### src/rtl/caf_defines.svh
/*
  Register indices, field positions and reset values of the CAN acceptance filter.
  Assumes inclusion by bare name from the filter module; the property checker and the bench decode with literal addresses.
*/
`ifndef CAF_DEFINES_SVH
`define CAF_DEFINES_SVH

// Register indices; the byte address is four times the index.
`define CAF_IDX_CTRL 6'h00
`define CAF_IDX_STAT 6'h01
`define CAF_IDX_FILT 6'h02
`define CAF_IDX_MISC 6'h03
`define CAF_IDX_RXERR 6'h04
`define CAF_IDX_TXERR 6'h05
`define CAF_IDX_ISTAT 6'h06
`define CAF_IDX_IMASK 6'h07
`define CAF_IDX_FGID 6'h08
`define CAF_IDX_BGID 6'h09
`define CAF_IDX_CODE0 6'h10
`define CAF_IDX_CODE3 6'h13
`define CAF_IDX_MASK0 6'h14
`define CAF_IDX_MASK3 6'h17
`define CAF_IDX_CODE4 6'h18
`define CAF_IDX_CODE7 6'h1b
`define CAF_IDX_MASK4 6'h1c
`define CAF_IDX_MASK7 6'h1f

// Word address slice and the upper address bits that must be zero.
`define CAF_IDX_MSB 7
`define CAF_IDX_LSB 2
`define CAF_ADDR_HI_MSB 31
`define CAF_ADDR_HI_LSB 8

// Position of the filter-area flag, bank bit and mask-select bit in an index.
`define CAF_IDX_FILT_AREA 4
`define CAF_IDX_TOP 5
`define CAF_IDX_BANK 3
`define CAF_IDX_IS_MASK 2

// Control register fields.
`define CAF_CTRL_INIT_REQ 0
`define CAF_CTRL_SLEEP_REQ 1
`define CAF_CTRL_USER_RECOV 2
`define CAF_CTRL_W 3
`define CAF_CTRL_RST 3'h1

// Status register fields.
`define CAF_STAT_INIT_ACK 0
`define CAF_STAT_SLEEP_ACK 1
`define CAF_STAT_BUSOFF 2

// Filter organization and hit index fields.
`define CAF_FILT_ORG_MSB 5
`define CAF_FILT_ORG_LSB 4
`define CAF_FILT_HIT_MSB 2
`define CAF_FILT_HIT_LSB 0

// Bus-off hold flag position.
`define CAF_MISC_HOLD 0

// Interrupt status and mask fields.
`define CAF_INT_ACCEPT 0
`define CAF_INT_BUSOFF 1
`define CAF_INT_W 2
`define CAF_INT_RST 2'h0

// Reset values.
`define CAF_BYTE_RST 8'h00
`define CAF_WORD_RST 32'h0000_0000

`endif

### src/rtl/caf_pkg.sv
/*
  Types of the CAN acceptance filter: filter organization, bus slave states
  and the received message carrier.
  Assumes nothing of its surroundings.
*/
package caf_pkg;

  // Filter organization, in the order of its two-bit field encoding.
  typedef enum logic [1:0] {
    CAF_ORG_32,
    CAF_ORG_16,
    CAF_ORG_8,
    CAF_ORG_CLOSED
  } caf_org_t;

  // Data phase kind of the register bus slave.
  typedef enum logic [1:0] {
    CAF_BUS_IDLE,
    CAF_BUS_WRITE,
    CAF_BUS_READ
  } caf_bus_t;

  // A received message header: four identifier bytes, byte 0 first on the wire.
  typedef struct packed {
    logic [3:0][7:0] id_bytes;
    logic ext;
  } caf_rx_msg_t;

endpackage

### src/rtl/caf_filter.sv
/*
  CAN identifier acceptance filter with bus-off hold flag, error counter view,
  interrupt status and an AHB-Lite register slave.
  Assumes the protocol engine on the same clock delivers each received header
  with a one-cycle valid pulse, its bus-off level, both error counters and the
  init and sleep acknowledges; the one bus master owns hready.
*/
// Decided for this implementation: register access over AHB-Lite.
`timescale 1ns/10ps
`include "caf_defines.svh"

module caf_filter
  import caf_pkg::*;
(
  input wire logic i_mclk,
  input wire logic i_sys_rst,
  input wire logic i_hsel,
  input wire logic [31:0] i_haddr,
  input wire logic [1:0] i_htrans,
  input wire logic i_hwrite,
  input wire logic [2:0] i_hsize,
  input wire logic [31:0] i_hwdata,
  input wire logic i_hready,
  output logic o_hreadyout,
  output logic o_hresp,
  output logic [31:0] o_hrdata,
  input wire logic i_rx_valid,
  input wire caf_rx_msg_t i_rx_msg,
  input wire logic i_busoff,
  input wire logic [7:0] i_rx_err_cnt,
  input wire logic [7:0] i_tx_err_cnt,
  input wire logic i_init_ack,
  input wire logic i_sleep_ack,
  output logic o_init_request,
  output logic o_sleep_request,
  output logic o_busoff_hold,
  output logic o_recover_req,
  output logic o_rx_accept,
  output logic [2:0] o_filter_hit_index,
  output logic o_irq
);

  // One identifier byte against one code and mask byte.
  function automatic logic byte_match(input logic [7:0] code, input logic [7:0] mask,
                                      input logic [7:0] id);
    byte_match = &((~(code ^ id)) | mask);
  endfunction

  // Lowest numbered filter that matched.
  function automatic logic [2:0] first_hit(input logic [7:0] hits);
    logic [2:0] idx;
    idx = 3'h0;
    for (int i = 7; i >= 0; i--)
    begin
      if (hits[i])
      begin
        idx = 3'(i);
      end
    end
    first_hit = idx;
  endfunction

  logic [7:0] code_reg [0:7];
  logic [7:0] mask_reg [0:7];
  logic [`CAF_CTRL_W-1:0] ctrl_reg;
  caf_org_t org_reg;
  logic hold_reg;
  logic busoff_q_reg;
  logic [`CAF_INT_W-1:0] istat_reg;
  logic [`CAF_INT_W-1:0] imask_reg;
  logic [31:0] fg_id_reg;
  logic [31:0] bg_id_reg;
  caf_bus_t bus_reg;
  logic [5:0] idx_reg;
  logic addr_ok_reg;

  // Address phase acceptance and data phase decoding.
  wire logic take = i_hsel & i_htrans[1] & i_hready;
  wire logic addr_ok = (i_haddr[`CAF_ADDR_HI_MSB:`CAF_ADDR_HI_LSB] == '0);
  wire logic wr_en = (bus_reg == CAF_BUS_WRITE) & addr_ok_reg;
  wire logic init_mode = ctrl_reg[`CAF_CTRL_INIT_REQ] & i_init_ack;
  wire logic filt_area = idx_reg[`CAF_IDX_FILT_AREA] & ~idx_reg[`CAF_IDX_TOP];  // Upper indices stay unmapped.
  wire logic [2:0] slot = {idx_reg[`CAF_IDX_BANK], idx_reg[1:0]};
  wire logic filt_wr = wr_en & filt_area & init_mode;
  wire logic code_wr = filt_wr & ~idx_reg[`CAF_IDX_IS_MASK];
  wire logic mask_wr = filt_wr & idx_reg[`CAF_IDX_IS_MASK];
  wire logic ctrl_wr = wr_en & (idx_reg == `CAF_IDX_CTRL);
  wire logic org_wr = wr_en & (idx_reg == `CAF_IDX_FILT) & init_mode;
  wire logic misc_wr = wr_en & (idx_reg == `CAF_IDX_MISC);
  wire logic istat_wr = wr_en & (idx_reg == `CAF_IDX_ISTAT);
  wire logic imask_wr = wr_en & (idx_reg == `CAF_IDX_IMASK);

  // Per-slot byte matches for each organization.
  logic [7:0] m32;
  logic [7:0] m16;
  logic [7:0] m8;
  for (genvar n = 0; n < 8; n++)
  begin : g_slot
    assign m32[n] = byte_match(code_reg[n], mask_reg[n], i_rx_msg.id_bytes[n % 4]);
    assign m16[n] = byte_match(code_reg[n], mask_reg[n], i_rx_msg.id_bytes[n % 2]);
    assign m8[n] = byte_match(code_reg[n], mask_reg[n], i_rx_msg.id_bytes[0]);
  end

  // Filter hit vectors; standard frames skip the second pair of a 32-bit bank.
  wire logic ext = i_rx_msg.ext;
  wire logic f32_0 = m32[0] & m32[1] & (~ext | (m32[2] & m32[3]));
  wire logic f32_1 = m32[4] & m32[5] & (~ext | (m32[6] & m32[7]));
  wire logic [7:0] hit32 = {6'h00, f32_1, f32_0};
  wire logic [7:0] hit16 = {4'h0, m16[7] & m16[6], m16[5] & m16[4],
                            m16[3] & m16[2], m16[1] & m16[0]};
  wire logic [7:0] hit_vec = (org_reg == CAF_ORG_32) ? hit32 :
                             (org_reg == CAF_ORG_16) ? hit16 :
                             (org_reg == CAF_ORG_8) ? m8 : 8'h00;
  wire logic accept = i_rx_valid & (|hit_vec);
  wire logic [2:0] hit_idx = first_hit(hit_vec);

  // Bus-off entry and hold flag; a new entry wins over a same-cycle clear.
  wire logic busoff_entry = i_busoff & ~busoff_q_reg;
  wire logic hold_set = busoff_entry & ctrl_reg[`CAF_CTRL_USER_RECOV];
  wire logic hold_clr = misc_wr & i_hwdata[`CAF_MISC_HOLD];
  wire logic hold_next = hold_set | (hold_reg & ~hold_clr);
  wire logic recover = hold_reg & hold_clr & ~hold_set & i_busoff;

  // Sticky interrupt status; events win over write-one-to-clear.
  wire logic [`CAF_INT_W-1:0] int_evt = {hold_set, accept};
  wire logic [`CAF_INT_W-1:0] int_clr = istat_wr ? i_hwdata[`CAF_INT_W-1:0] : '0;
  wire logic [`CAF_INT_W-1:0] istat_next = int_evt | (istat_reg & ~int_clr);

  // Read data selection for the register index of the pending read.
  logic [31:0] rd_word;
  always_comb
  begin
    rd_word = `CAF_WORD_RST;
    if (!addr_ok_reg)
    begin
      rd_word = `CAF_WORD_RST;
    end
    else if (filt_area)
    begin
      rd_word[7:0] = idx_reg[`CAF_IDX_IS_MASK] ? mask_reg[slot] : code_reg[slot];
    end
    else
    begin
      unique case (idx_reg)
        `CAF_IDX_CTRL: rd_word[`CAF_CTRL_W-1:0] = ctrl_reg;
        `CAF_IDX_STAT:
        begin
          rd_word[`CAF_STAT_INIT_ACK] = i_init_ack;
          rd_word[`CAF_STAT_SLEEP_ACK] = i_sleep_ack;
          rd_word[`CAF_STAT_BUSOFF] = i_busoff;
        end
        `CAF_IDX_FILT:
        begin
          rd_word[`CAF_FILT_ORG_MSB:`CAF_FILT_ORG_LSB] = org_reg;
          rd_word[`CAF_FILT_HIT_MSB:`CAF_FILT_HIT_LSB] = o_filter_hit_index;
        end
        `CAF_IDX_MISC: rd_word[`CAF_MISC_HOLD] = hold_reg;
        `CAF_IDX_RXERR: rd_word[7:0] = i_rx_err_cnt;
        `CAF_IDX_TXERR: rd_word[7:0] = i_tx_err_cnt;
        `CAF_IDX_ISTAT: rd_word[`CAF_INT_W-1:0] = istat_reg;
        `CAF_IDX_IMASK: rd_word[`CAF_INT_W-1:0] = imask_reg;
        `CAF_IDX_FGID: rd_word = fg_id_reg;
        `CAF_IDX_BGID: rd_word = bg_id_reg;
        default: rd_word = `CAF_WORD_RST;
      endcase
    end
  end

  // Bus slave: writes take no wait state, reads one wait state.
  always_ff @(posedge i_mclk)
  begin
    if (i_sys_rst)
    begin
      bus_reg <= CAF_BUS_IDLE;
      idx_reg <= 6'h00;
      addr_ok_reg <= 1'b0;
      o_hreadyout <= 1'b1;
      o_hresp <= 1'b0;
      o_hrdata <= `CAF_WORD_RST;
    end
    else if (bus_reg == CAF_BUS_READ)
    begin
      bus_reg <= CAF_BUS_IDLE;
      o_hrdata <= rd_word;
      o_hreadyout <= 1'b1;
    end
    else
    begin
      bus_reg <= take ? (i_hwrite ? CAF_BUS_WRITE : CAF_BUS_READ) : CAF_BUS_IDLE;
      idx_reg <= take ? i_haddr[`CAF_IDX_MSB:`CAF_IDX_LSB] : idx_reg;
      addr_ok_reg <= take ? addr_ok : addr_ok_reg;
      o_hreadyout <= ~(take & ~i_hwrite);
    end
  end

  // Acceptance code and mask storage, cleared at reset, loaded in init mode.
  always_ff @(posedge i_mclk)
  begin
    for (int n = 0; n < 8; n++)
    begin
      if (i_sys_rst)
      begin
        code_reg[n] <= `CAF_BYTE_RST;
        mask_reg[n] <= `CAF_BYTE_RST;
      end
      else
      begin
        if (code_wr && (slot == 3'(n)))
        begin
          code_reg[n] <= i_hwdata[7:0];
        end
        if (mask_wr && (slot == 3'(n)))
        begin
          mask_reg[n] <= i_hwdata[7:0];
        end
      end
    end
  end

  // Control, organization, hold flag and interrupt registers.
  always_ff @(posedge i_mclk)
  begin
    if (i_sys_rst)
    begin
      ctrl_reg <= `CAF_CTRL_RST;
      org_reg <= CAF_ORG_32;
      hold_reg <= 1'b0;
      busoff_q_reg <= 1'b0;
      istat_reg <= `CAF_INT_RST;
      imask_reg <= `CAF_INT_RST;
      o_irq <= 1'b0;
    end
    else
    begin
      ctrl_reg <= ctrl_wr ? i_hwdata[`CAF_CTRL_W-1:0] : ctrl_reg;
      org_reg <= org_wr ? caf_org_t'(i_hwdata[`CAF_FILT_ORG_MSB:`CAF_FILT_ORG_LSB]) : org_reg;
      hold_reg <= hold_next;
      busoff_q_reg <= i_busoff;
      istat_reg <= istat_next;
      imask_reg <= imask_wr ? i_hwdata[`CAF_INT_W-1:0] : imask_reg;
      o_irq <= |(istat_next & imask_reg);
    end
  end

  // Receive buffers: background takes every header, foreground only accepted ones.
  always_ff @(posedge i_mclk)
  begin
    if (i_sys_rst)
    begin
      bg_id_reg <= `CAF_WORD_RST;
      fg_id_reg <= `CAF_WORD_RST;
      o_filter_hit_index <= 3'h0;
      o_rx_accept <= 1'b0;
    end
    else
    begin
      bg_id_reg <= i_rx_valid ? i_rx_msg.id_bytes : bg_id_reg;
      fg_id_reg <= accept ? i_rx_msg.id_bytes : fg_id_reg;
      o_filter_hit_index <= accept ? hit_idx : o_filter_hit_index;
      o_rx_accept <= accept;
    end
  end

  // Mode requests and bus-off handshake towards the protocol engine.
  always_ff @(posedge i_mclk)
  begin
    if (i_sys_rst)
    begin
      o_init_request <= 1'b0;
      o_sleep_request <= 1'b0;
      o_busoff_hold <= 1'b0;
      o_recover_req <= 1'b0;
    end
    else
    begin
      o_init_request <= ctrl_wr ? i_hwdata[`CAF_CTRL_INIT_REQ] : ctrl_reg[`CAF_CTRL_INIT_REQ];
      o_sleep_request <= ctrl_wr ? i_hwdata[`CAF_CTRL_SLEEP_REQ] : ctrl_reg[`CAF_CTRL_SLEEP_REQ];
      o_busoff_hold <= hold_next;
      o_recover_req <= recover;
    end
  end

endmodule

### config.mk
export PLATFORM = sky130hd
export DESIGN_NAME = caf_filter
export DESIGN_NICKNAME = d
export VERILOG_FILES = /design/src/rtl/caf_pkg.sv /design/src/rtl/caf_filter.sv
export VERILOG_INCLUDE_DIRS = /design/src /design/src/rtl
export SDC_FILE = /design/constraint.sdc
export NUM_CORES = 1
export LEC_CHECK = 0
export ABC_AREA = 0
export BUFFER_PORTS_ARGS = -buffer_cell sky130_fd_sc_hd__buf_2
export CAP_MARGIN = 20
export CORE_MARGIN = 2
export CORE_UTILIZATION = 50
export CTS_CLUSTER_DIAMETER = 100
export DETAILED_ROUTE_END_ITERATION = 8
export GPL_TIMING_DRIVEN = 0
export MAX_ROUTING_LAYER = met4
export PLACE_DENSITY = 0.79
export SLEW_MARGIN = 20
export SYNTH_ARGS = -nofsm -noshare
export SYNTH_HDL_FRONTEND = slang
export SYNTH_SLANG_ARGS = --single-unit
export TNS_END_PERCENT = 100
### constraint.sdc
create_clock -name i_mclk -period 2.85 [get_ports i_mclk]
set_input_delay 0.855 -clock i_mclk [delete_from_list [all_inputs] [get_ports i_mclk]]
set_output_delay 0.855 -clock i_mclk [all_outputs]
set_load 0.02 [all_outputs]
Yosys cells after proc, flatten, opt, wreduce, memory -nomap -nowiden
Memories as Yosys holds them, arrays and structs flattened. A register that Yosys moved wholly into a read port is not among the register bits. Index checks and enable logic that the tools add are counted.

Input bits: 127. Register bits after elaboration: 125. Memories kept: 2. Memory bits (writable): 128. Logic and storage cells: 291.

Bitwise gates (word level): 113. Mux-type cells: 96. Eq/ne operators: 20. Reduce and logical (&&, ||, !) cells: 41.

Memories: code_reg (words 8, bits a word 8, read ports 9, clocked after memory_dff 1, write ports 8, line caf_filter.sv:63) `logic [7:0] code_reg [0:7];`; mask_reg (words 8, bits a word 8, read ports 9, clocked after memory_dff 1, write ports 8, line caf_filter.sv:64) `logic [7:0] mask_reg [0:7];`.

Operators with widths (number): $mux W8 (21); $not A8 Y8 (16); $or A8 B8 Y8 (16); $reduce_and A8 Y1 (16); $xor A8 B8 Y8 (16); $mux W1 (52); $pmux W24 S2 (1); $mux W3 (12); $and A1 B1 Y1 (32); $mux W32 (1); $eq A6 B3 Y1 const B (4); $logic_not A24 Y1 (1); $mux W24 (1); $or A1 B1 Y1 (19); $logic_and A1 B1 Y1 (16); $eq A3 B3 Y1 const B (4); $eq A6 B2 Y1 const B (2); $eq A6 B4 Y1 const B (2); $not A1 Y1 (10); $pmux W1 S10 (1); $pmux W2 S5 (1); $pmux W1 S9 (1); $pmux W2 S4 (1); $reduce_or A8 Y1 (1); 17 further kinds (23).

Logic depth before layout (Yosys ltp)
Gate-level depths: netlist of run 1. An unclocked memory read counts as a cell.

Depth after elaboration: 17. Gate-level depth with buffers: 11.

Least setup slack after synthesis of run 1
OpenSTA, ideal clock, no wires.

Path type: input to register. From: input i_rx_msg[5] in the netlist's numbering. To: register fg_id_reg[10]. Data required time: 2.778 ns. Setup slack: 0.100 ns. Arrival: 2.679 ns. Setup time: 0.072 ns. Stages: 11. Path through: buf_6 > xnor2_1 > o22ai_1 > nor4_2 > nand2_1 > o311a_1 > nand4_2 > o21a_1 > buf_6 > buf_12 > mux2i_1.

Longest elaborated chain between the ends: 9. Elaborated cells on any way between the ends: 43. Classes of those cells: 3 x mux; 31 x bitwise; 9 x reduce/logical.

RTL lines: start, declared (line caf_filter.sv:28) `input wire caf_rx_msg_t i_rx_msg,`; $xor A8 B8 Y8 (line caf_filter.sv:46) `byte_match = &((~(code ^ id)) | mask);`; $not A8 Y8 (line caf_filter.sv:46); $or A8 B8 Y8 (line caf_filter.sv:46); $reduce_and A8 Y1 (line caf_filter.sv:46); $mux W8 (tied with other cells) (line caf_filter.sv:113) `(org_reg == CAF_ORG_8) ? m8 : 8'h00;`; $mux W8 (tied with other cells) (line caf_filter.sv:112) `(org_reg == CAF_ORG_16) ? hit16 :`; $mux W8 (*) (line caf_filter.sv:111) `wire logic [7:0] hit_vec = (org_reg == CAF_ORG_32) ? hit32 :`; $reduce_or A8 Y1 (*) (line caf_filter.sv:114) `wire logic accept = i_rx_valid & (|hit_vec);`; $and A1 B1 Y1 (*) (line caf_filter.sv:114); end signal, assigned (line caf_filter.sv:251) `` fg_id_reg <= `CAF_WORD_RST; ``; end signal, assigned (line caf_filter.sv:258) `fg_id_reg <= accept ? i_rx_msg.id_bytes : fg_id_reg;`; end, declared (line caf_filter.sv:71) `logic [31:0] fg_id_reg;`.

Mark *: on every way between the ends. The rest lies on a longest branch, timed or not. A chain may end at the register's enable or synchronous reset.

==> results of run 1 <==
-- report_power, final --
| part | switching (mW) | leakage, nW | total (mW) | internal, mW |
|---|---|---|---|---|
| clock network | 1.51 | 0.506 | 4.01 | 2.50 |
| logic | 0.500 | 2.60 | 0.839 | 0.338 |
| registers | 0.122 | 2.36 | 4.08 | 3.96 |
| total | 2.13 | 5.47 | 8.93 | 6.80 |
-- cell type report --
cell class,count,area (µm²),share of cell area
timing repair buffer,121,605.6,0.03942
sequential,256,6406,0.4170
clock inverter,15,202.7,0.01319
multi-input combinational,877,6399,0.4165
inverter,7,26.28,0.001710
tap,335,419.2,0.02728
buffer,87,467.9,0.03046
clock buffer,37,837.1,0.05448
-- routing by layer --
| layer | share of wire | routed length, µm | global-route usage |
|---|---|---|---|
| met1 | 0.40 | 18410 | 0.4525 |
| met2 | 0.45 | 20740 | 0.5106 |
| met3 | 0.11 | 5100 | 0.05798 |
| met4 | 0.047 | 2190 | 0.1421 |
| met5 | 0 | 0 | - |
-- synthesized netlist by cell type, drive strengths merged, types with 2 or more instances --
master,number
a211oi,2
a21boi,2
a21oi,18
a221oi,2
a222oi,3
a22o,3
a22oi,32
a31oi,2
a32o,2
and2,99
and3,2
buf,40
clkbuf,48
clkinv,2
dfxtp,128
edfxtp,128
inv,5
mux2i,79
mux4,40
nand2,79
nand2b,73
nand3,7
nand4,5
nor2,91
nor2b,9
nor3,45
nor4,21
o2111ai,2
o211ai,5
o21a,2
o21ai,47
o22a,5
o22ai,54
o31ai,3
o32ai,2
or2,3
xnor2,128
-- metrics by stage --
| step | hold WS (ns) | util | setup TNS (ns) | instances | setup slack, ns |
|---|---|---|---|---|---|
| global route | 0.4825 | 0.5912 | -0.3850 | 1735 | -0.06292 |
| finish | 0.4472 | 0.5912 | 0 | 1735 | 0.06399 |
| global placement | 0.4299 | 0.5485 | -54.12 | 1684 | -0.5662 |
| detailed placement | 0.4382 | 0.5485 | -50.95 | 1684 | -0.4806 |
| floorplan | 0.4482 | - | 0 | 1228 | 0.09972 |
| CTS | 0.4475 | 0.5890 | 0 | 1735 | 0.003205 |
-- logic make-up after synthesis --
| kind of cell | count (synthesis) | synth area share |
|---|---|---|
| buf+inv | 95 | 0.03689 |
| flops | 256 | 0.4843 |
| xor+xnor | 128 | 0.08531 |
| other cells | 1 | 0.0002835 |
| compound gates | 192 | 0.09439 |
| mux | 120 | 0.1287 |
| simple gates | 436 | 0.1701 |
-- timing repair --
item                                   4_1_cts  5_1_grt
endpoints found under the hold margin        0        0
hold buffers                                 0        0
resized for setup                           12       18
setup endpoints to repair                   68      107
-- worst max-delay path, delay by kind of cell (launching register included) --
family / cells / cell delay [ns]
mux: 2 / 1.17
compound gates: 2 / 0.32
flops: 1 / 0.30
buf+inv: 3 / 0.84
-- worst min path at each step --
stage | from | endpoint | slack [ns] | depth (start not counted)
floorplan | fg_id_reg[4]$_SDFFE_PP0P_ | fg_id_reg[4]$_SDFFE_PP0P_ | 0.45 | 2
global placement | o_hrdata[29]$_SDFFE_PP0P_ | o_hrdata[29]$_SDFFE_PP0P_ | 0.43 | 2
global route | o_hrdata[29]$_SDFFE_PP0P_ | o_hrdata[29]$_SDFFE_PP0P_ | 0.48 | 2
finish | o_hrdata[10]$_SDFFE_PP0P_ | o_hrdata[10]$_SDFFE_PP0P_ | 0.45 | 2
CTS | o_hrdata[0]$_SDFFE_PP0P_ | o_hrdata[0]$_SDFFE_PP0P_ | 0.45 | 2
detailed placement | o_hrdata[0]$_SDFFE_PP0P_ | o_hrdata[0]$_SDFFE_PP0P_ | 0.44 | 2
==> reports/results.tsv, run 1 <==
stage	metric	value	unit
worst_setup_path	crit_slowest_cell	mux4_2	
sta	report.final.slew_viol_count	0	
worst_setup_path	worstPathCellList	buf_2, buf_6, buf_2, mux4_2, mux4_2, o22ai_1, a21oi_1	
worst_setup_path	end_kind	register	
grt	track_usage	0.3378	
finish	stdcell_area	15360	µm²
cts	cts_buffers	28	
pwr	p_total	8.928	mW
sta	period_needed	2.786	ns
finish	final_common_cell	buf_2	
sta	setup_violations	0	
finish	layout_common_cells	137 x buf_2, 128 x dfxtp_1, 128 x edfxtp_1, 126 x xnor2_1, 99 x and2_1	
finish	num_antenna_cells	0	
synth	syn_area	13230	µm²
finish	n_fill_cell	2158	
worst_setup_path	arrival	3.19	ns
sta	hold_viol_final	0	
grt	grt_pass1_wl	67.44	mm
finish	area_growth_syn_to_layout	16.14	%
synth	synth_top_cell_area_share	0.2906	
synth	synth_edf_count	128	
floorplan	fp.coreArea	25980	µm²
grt	grt_max_degree	15	
synth	yosys_warnings	0	
worst_setup_path	cp-start-kind	register	
synth	syn_nets	1355	
placement	place_congestion	1.057	
cts	path_clk_slew	0.06	ns
cts	cts_tree	yes	
routing	vias	10740	
synth	yosysSeqAreaShare	0.4843	
floorplan	fp.dieH	166.7	µm
routing	drtPass1Iterations	5	
pwr	p_leak	5.470	nW
routing	vias_per_cell	6.187	
sta	rsz0062_at_grt	yes	
routing	drtAntennaViolNets	0	
cts	clockBufferDepth	3	
sta	timing.final.crit_share	0.9775	
grt	grt_antenna_before_repair	0	
finish	nets	1505	
worst_setup_path	slowest_delay	0.61	ns
sta	fmax	358.9	MHz
cts	clock-sinks	256	
floorplan	io_pins	170	
floorplan	dieArea	27780	µm²
synth	yosys.cell_types.count	54	
status	status	finished clean	
routing	wl_per_cell	26.77	µm
worst_hold_path	hold_class	register to register	
sta	finalClockSkew	0.01829	ns
worst_setup_path	rr_endpoint	o_hrdata[5]$_SDFFE_PP0P_	
worst_setup_path	ff2ff_setup_slack	0.06	ns
placement	hpwl	36.07	mm
worst_setup_path	reg2reg_depth	7	
run	maxCapViolations	0	
synth	synthArstFlopShare	0	
cts	h-tree-depth	1	
worst_setup_path	critPathKind	register to register	
worst_setup_path	worstPathMaxFanout	10	
cts	cts-root-buf	clkbuf_16	
finish	drive_above_1_share	0.1893	
cts	clock_latency	0.56	ns
pwr	powerDensity	581.1	nW/µm²
synth	synth_area_leaders	edfxtp_1 29%, dfxtp_1 19%, xnor2_1 8.4%	
grt	grt_pass1_vias	10330	
worst_setup_path	endpoint	o_hrdata[5]$_SDFFE_PP0P_	
cts	post_cts_buffers	0	
floorplan	rows	59	
floorplan	initial_utilization	0.5091	
sta	maxSlewHeadroom	0.3249	
sta	tightest_slew	1.003	ns
synth	ys_seq_elements	256	
synth	synth_flop_cell	edfxtp_1	
worst_setup_path	worstPathRequired	3.25	ns
synth	syn_inst	1228	
pwr	vdd_ir_drop_max	0.0006195	V
synth	avgSynthCellArea	10.77	µm²
routing	routed_wl	46.44	mm
floorplan	die_w	166.7	µm
routing	drc	0	
routing	drtIter0Drc	1380	
synth	netlist.top_cell.by_area	edfxtp_1	
placement	placed_cell_area	14250	µm²
grt	grt_remaining_overflow	0	
placement	io_buffers	121	
No activity file was read; power rests on OpenSTA's default activity.
==> run 2, diff against run 1 <==
--- a/config.mk
+++ b/config.mk
@@ -10,12 +10,13 @@
 export BUFFER_PORTS_ARGS = -buffer_cell sky130_fd_sc_hd__buf_2
 export CAP_MARGIN = 20
 export CORE_MARGIN = 2
-export CORE_UTILIZATION = 50
+export CORE_UTILIZATION = 53
+export CTS_BUF_LIST = sky130_fd_sc_hd__clkbuf_16
 export CTS_CLUSTER_DIAMETER = 100
 export DETAILED_ROUTE_END_ITERATION = 8
 export GPL_TIMING_DRIVEN = 0
 export MAX_ROUTING_LAYER = met4
-export PLACE_DENSITY = 0.79
+export PLACE_DENSITY = 0.83
 export SLEW_MARGIN = 20
 export SYNTH_ARGS = -nofsm -noshare
 export SYNTH_HDL_FRONTEND = slang
==> reports/results.tsv, run 2 (synthesis results as in run 1) <==
stage	metric	value	unit	change
pwr	swShare	0.2548		+0.01626
cts	cts_tree	yes		
cts	cts_buffers	27		-3.6%
status	status	finished clean		
placement	io_buffers	121		unchanged
worst_setup_path	path_buf_inv	2		-1
pwr	power_frac_clock	0.408		-0.041
floorplan	io_pins	170		unchanged
sta	timing.final.crit_share	0.9993		+0.02180
grt	grt_max_degree	14		-1
cts	h-tree-depth	1		unchanged
finish	area_growth_syn_to_layout	14.84	%	
routing	drc	0		unchanged
routing	vias_per_cell	6.254		+1.1%
worst_setup_path	arrival	3.04	ns	-0.15 ns
routing	drtIter0Drc	1401		+1.5%
sta	period_needed	2.848	ns	+0.06212 ns
worst_hold_path	hold_path_depth	2		unchanged
sta	fmax	351.1	MHz	-2.2%
finish	num_antenna_cells	0		unchanged
sta	report.final.slew_viol_count	0		unchanged
cts	clockBufferDepth	3		unchanged
worst_setup_path	cp.depth	5		-2
cts	cts-root-buf	clkbuf_16		
routing	vias	10790		+0.55%
grt	track_usage	0.3709		+0.03308
finish	nets	1508		+0.20%
floorplan	fp.coreArea	24390	µm²	-6.1%
pwr	intPower	6.193	mW	-8.9%
cts	clock-sinks	256		unchanged
sta	hold_slack	0.4506	ns	+0.003380 ns
floorplan	fp.dieH	162.0	µm	-2.8%
pwr	powerDensity	547.0	nW/µm²	-5.9%
pwr	p_total	8.310	mW	-6.9%
run	maxCapViolations	0		unchanged
placement	hpwl	36.65	mm	+1.6%
grt	grt_pass1_vias	10470		+1.3%
worst_setup_path	critPathKind	register to register		
sta	rsz0062_at_grt	no		
worst_hold_path	hold_class	register to register		
pwr	vdd_ir_drop_max	0.0005059	V	-18%
worst_setup_path	cp_top_family	simple AND/OR/NAND/NOR gates		
sta	maxSlewHeadroom	0.3425		+0.01761
grt	grt_antenna_before_repair	0		unchanged
grt	grt_remaining_overflow	0		unchanged
sta	hold_viol_final	0		unchanged
pwr	p_leak	5.399	nW	-1.3%
pwr	seqPwrFrac	0.491		+0.034
routing	drtPass1Iterations	6		+1
floorplan	die_w	162.0	µm	-2.8%
routing	drtAntennaViolNets	0		unchanged
floorplan	rows	57		-3.4%
worst_setup_path	crit_slowest_cell	nor4_1		
placement	place_congestion	1.028		-2.8%
finish	drive_above_1_share	0.1854		-0.003836
worst_setup_path	worstPathRequired	3.04	ns	-0.21 ns
sta	fin_ws	0.001866	ns	-0.06212 ns
cts	clock_latency	0.56	ns	about the same
worst_setup_path	worstPathMaxFanout	10		unchanged
worst_setup_path	slowest_delay	0.94	ns	+0.33 ns
routing	wl_per_cell	27.62	µm	+3.2%
worst_setup_path	worstPathCellList	clkbuf_1, buf_1, nor4_1, nand2_1, nand2_1		
worst_setup_path	cp-start-kind	register		
worst_setup_path	cp_common_cell	nand2_1		
worst_setup_path	reg2reg_depth	5		-2
floorplan	initial_utilization	0.5424		+0.03327
cts	path_clk_slew	0.06	ns	about the same
finish	layout_common_cells	133 x buf_2, 128 x edfxtp_1, 127 x xnor2_1, 127 x dfxtp_1, 99 x and2_1		
finish	final_common_cell	buf_2		
floorplan	dieArea	26240	µm²	-5.5%
pwr	combinationalPowerShare	0.101		+0.007
sta	finalClockSkew	0.02465	ns	+0.006356 ns
pwr	p_sw	2.117	mW	-0.58%
worst_setup_path	end_kind	register		
sta	setup_violations	0		unchanged
routing	routed_wl	47.68	mm	+2.7%
sta	tightest_slew	0.9772	ns	-0.02618 ns
placement	dp_slack	-0.6623	ns	-0.1817 ns
finish	layoutNonFillerInstCount	1726		-0.52%
placement	place_inst	1673		-0.65%
grt	grt_pass1_wl	68.24	mm	+1.2%
run 2: cell types whose count changed in the layout (fill, tap and decap cells not counted), moves of 4 or more:
cell      delta
buf_2        -4
clkbuf_4     +4
clkbuf_8     -6
clkinv_1     +9
run 2: routing by layer:
layer  track usage  wire [µm]  up-vias  part of all wire
met5             -          0        -                 0
met4        0.1283       1827        0             0.038
met3       0.06180       4629      118             0.097
met2        0.5911      22390      645              0.47
met1        0.4844      18830     5307              0.39
li1              -          -     4724                 -
run 2: worst min-delay path, stage by stage (launching register included):
cell and delay, ns:
dfxtp_1 0.31, nand2_1 0.05, nand2_1 0.04
run 2: layout make-up:
class	instances	area (µm²)
buffer	88	483.0
clock buffer	27	675.6
clock inverter	23	156.4
fill	2011	9199
inverter	7	26.28
multi-input combinational	877	6410
sequential	256	6407
tap	324	405.4
timing repair buffer	124	628.1
run 2: path summary, 6_finish.rpt:
kind / startpoint / to / slack, ns
min reg2reg: o_hrdata[0]$_SDFFE_PP0P_ / o_hrdata[0]$_SDFFE_PP0P_ / 0.45
max reg2reg: idx_reg[3]$_SDFFE_PP0P_ / code_reg[1][4]$_SDFFCE_PN0P_ / 0.002
max: idx_reg[3]$_SDFFE_PP0P_ / code_reg[1][4]$_SDFFCE_PN0P_ / 0.002
min: o_hrdata[0]$_SDFFE_PP0P_ / o_hrdata[0]$_SDFFE_PP0P_ / 0.45
run 2: power groups by stage:
stage | sequential [mW] | combinational, mW | clock, mW
floorplan | 4.09 | 0.511 | 0
global placement | 4.15 | 0.805 | 0
detailed placement | 4.15 | 0.812 | 0
CTS | 4.07 | 0.816 | 3.37
global route | 4.08 | 0.886 | 3.51
finish | 4.08 | 0.843 | 3.39
run 2: what timing repair did:
| item | in CTS | in global routing |
|---|---|---|
| buffers inserted | 0 | 3 |
| gates resized for setup | 9 | 29 |
| setup endpoints to repair | 96 | 160 |
| pin swaps | 0 | 3 |
| hold buffers | 0 | 0 |
| cloned | 0 | 0 |
run 2: through the flow:
stage               instance area [µm²]  utilization  setup TNS, ns
floorplan                         13230            -              0
detailed placement                14240       0.5838         -64.68
finish                            15190       0.6229              0
CTS                               15090       0.6185         -5.201
global placement                  14240       0.5838         -63.46
global route                      15190       0.6229              0
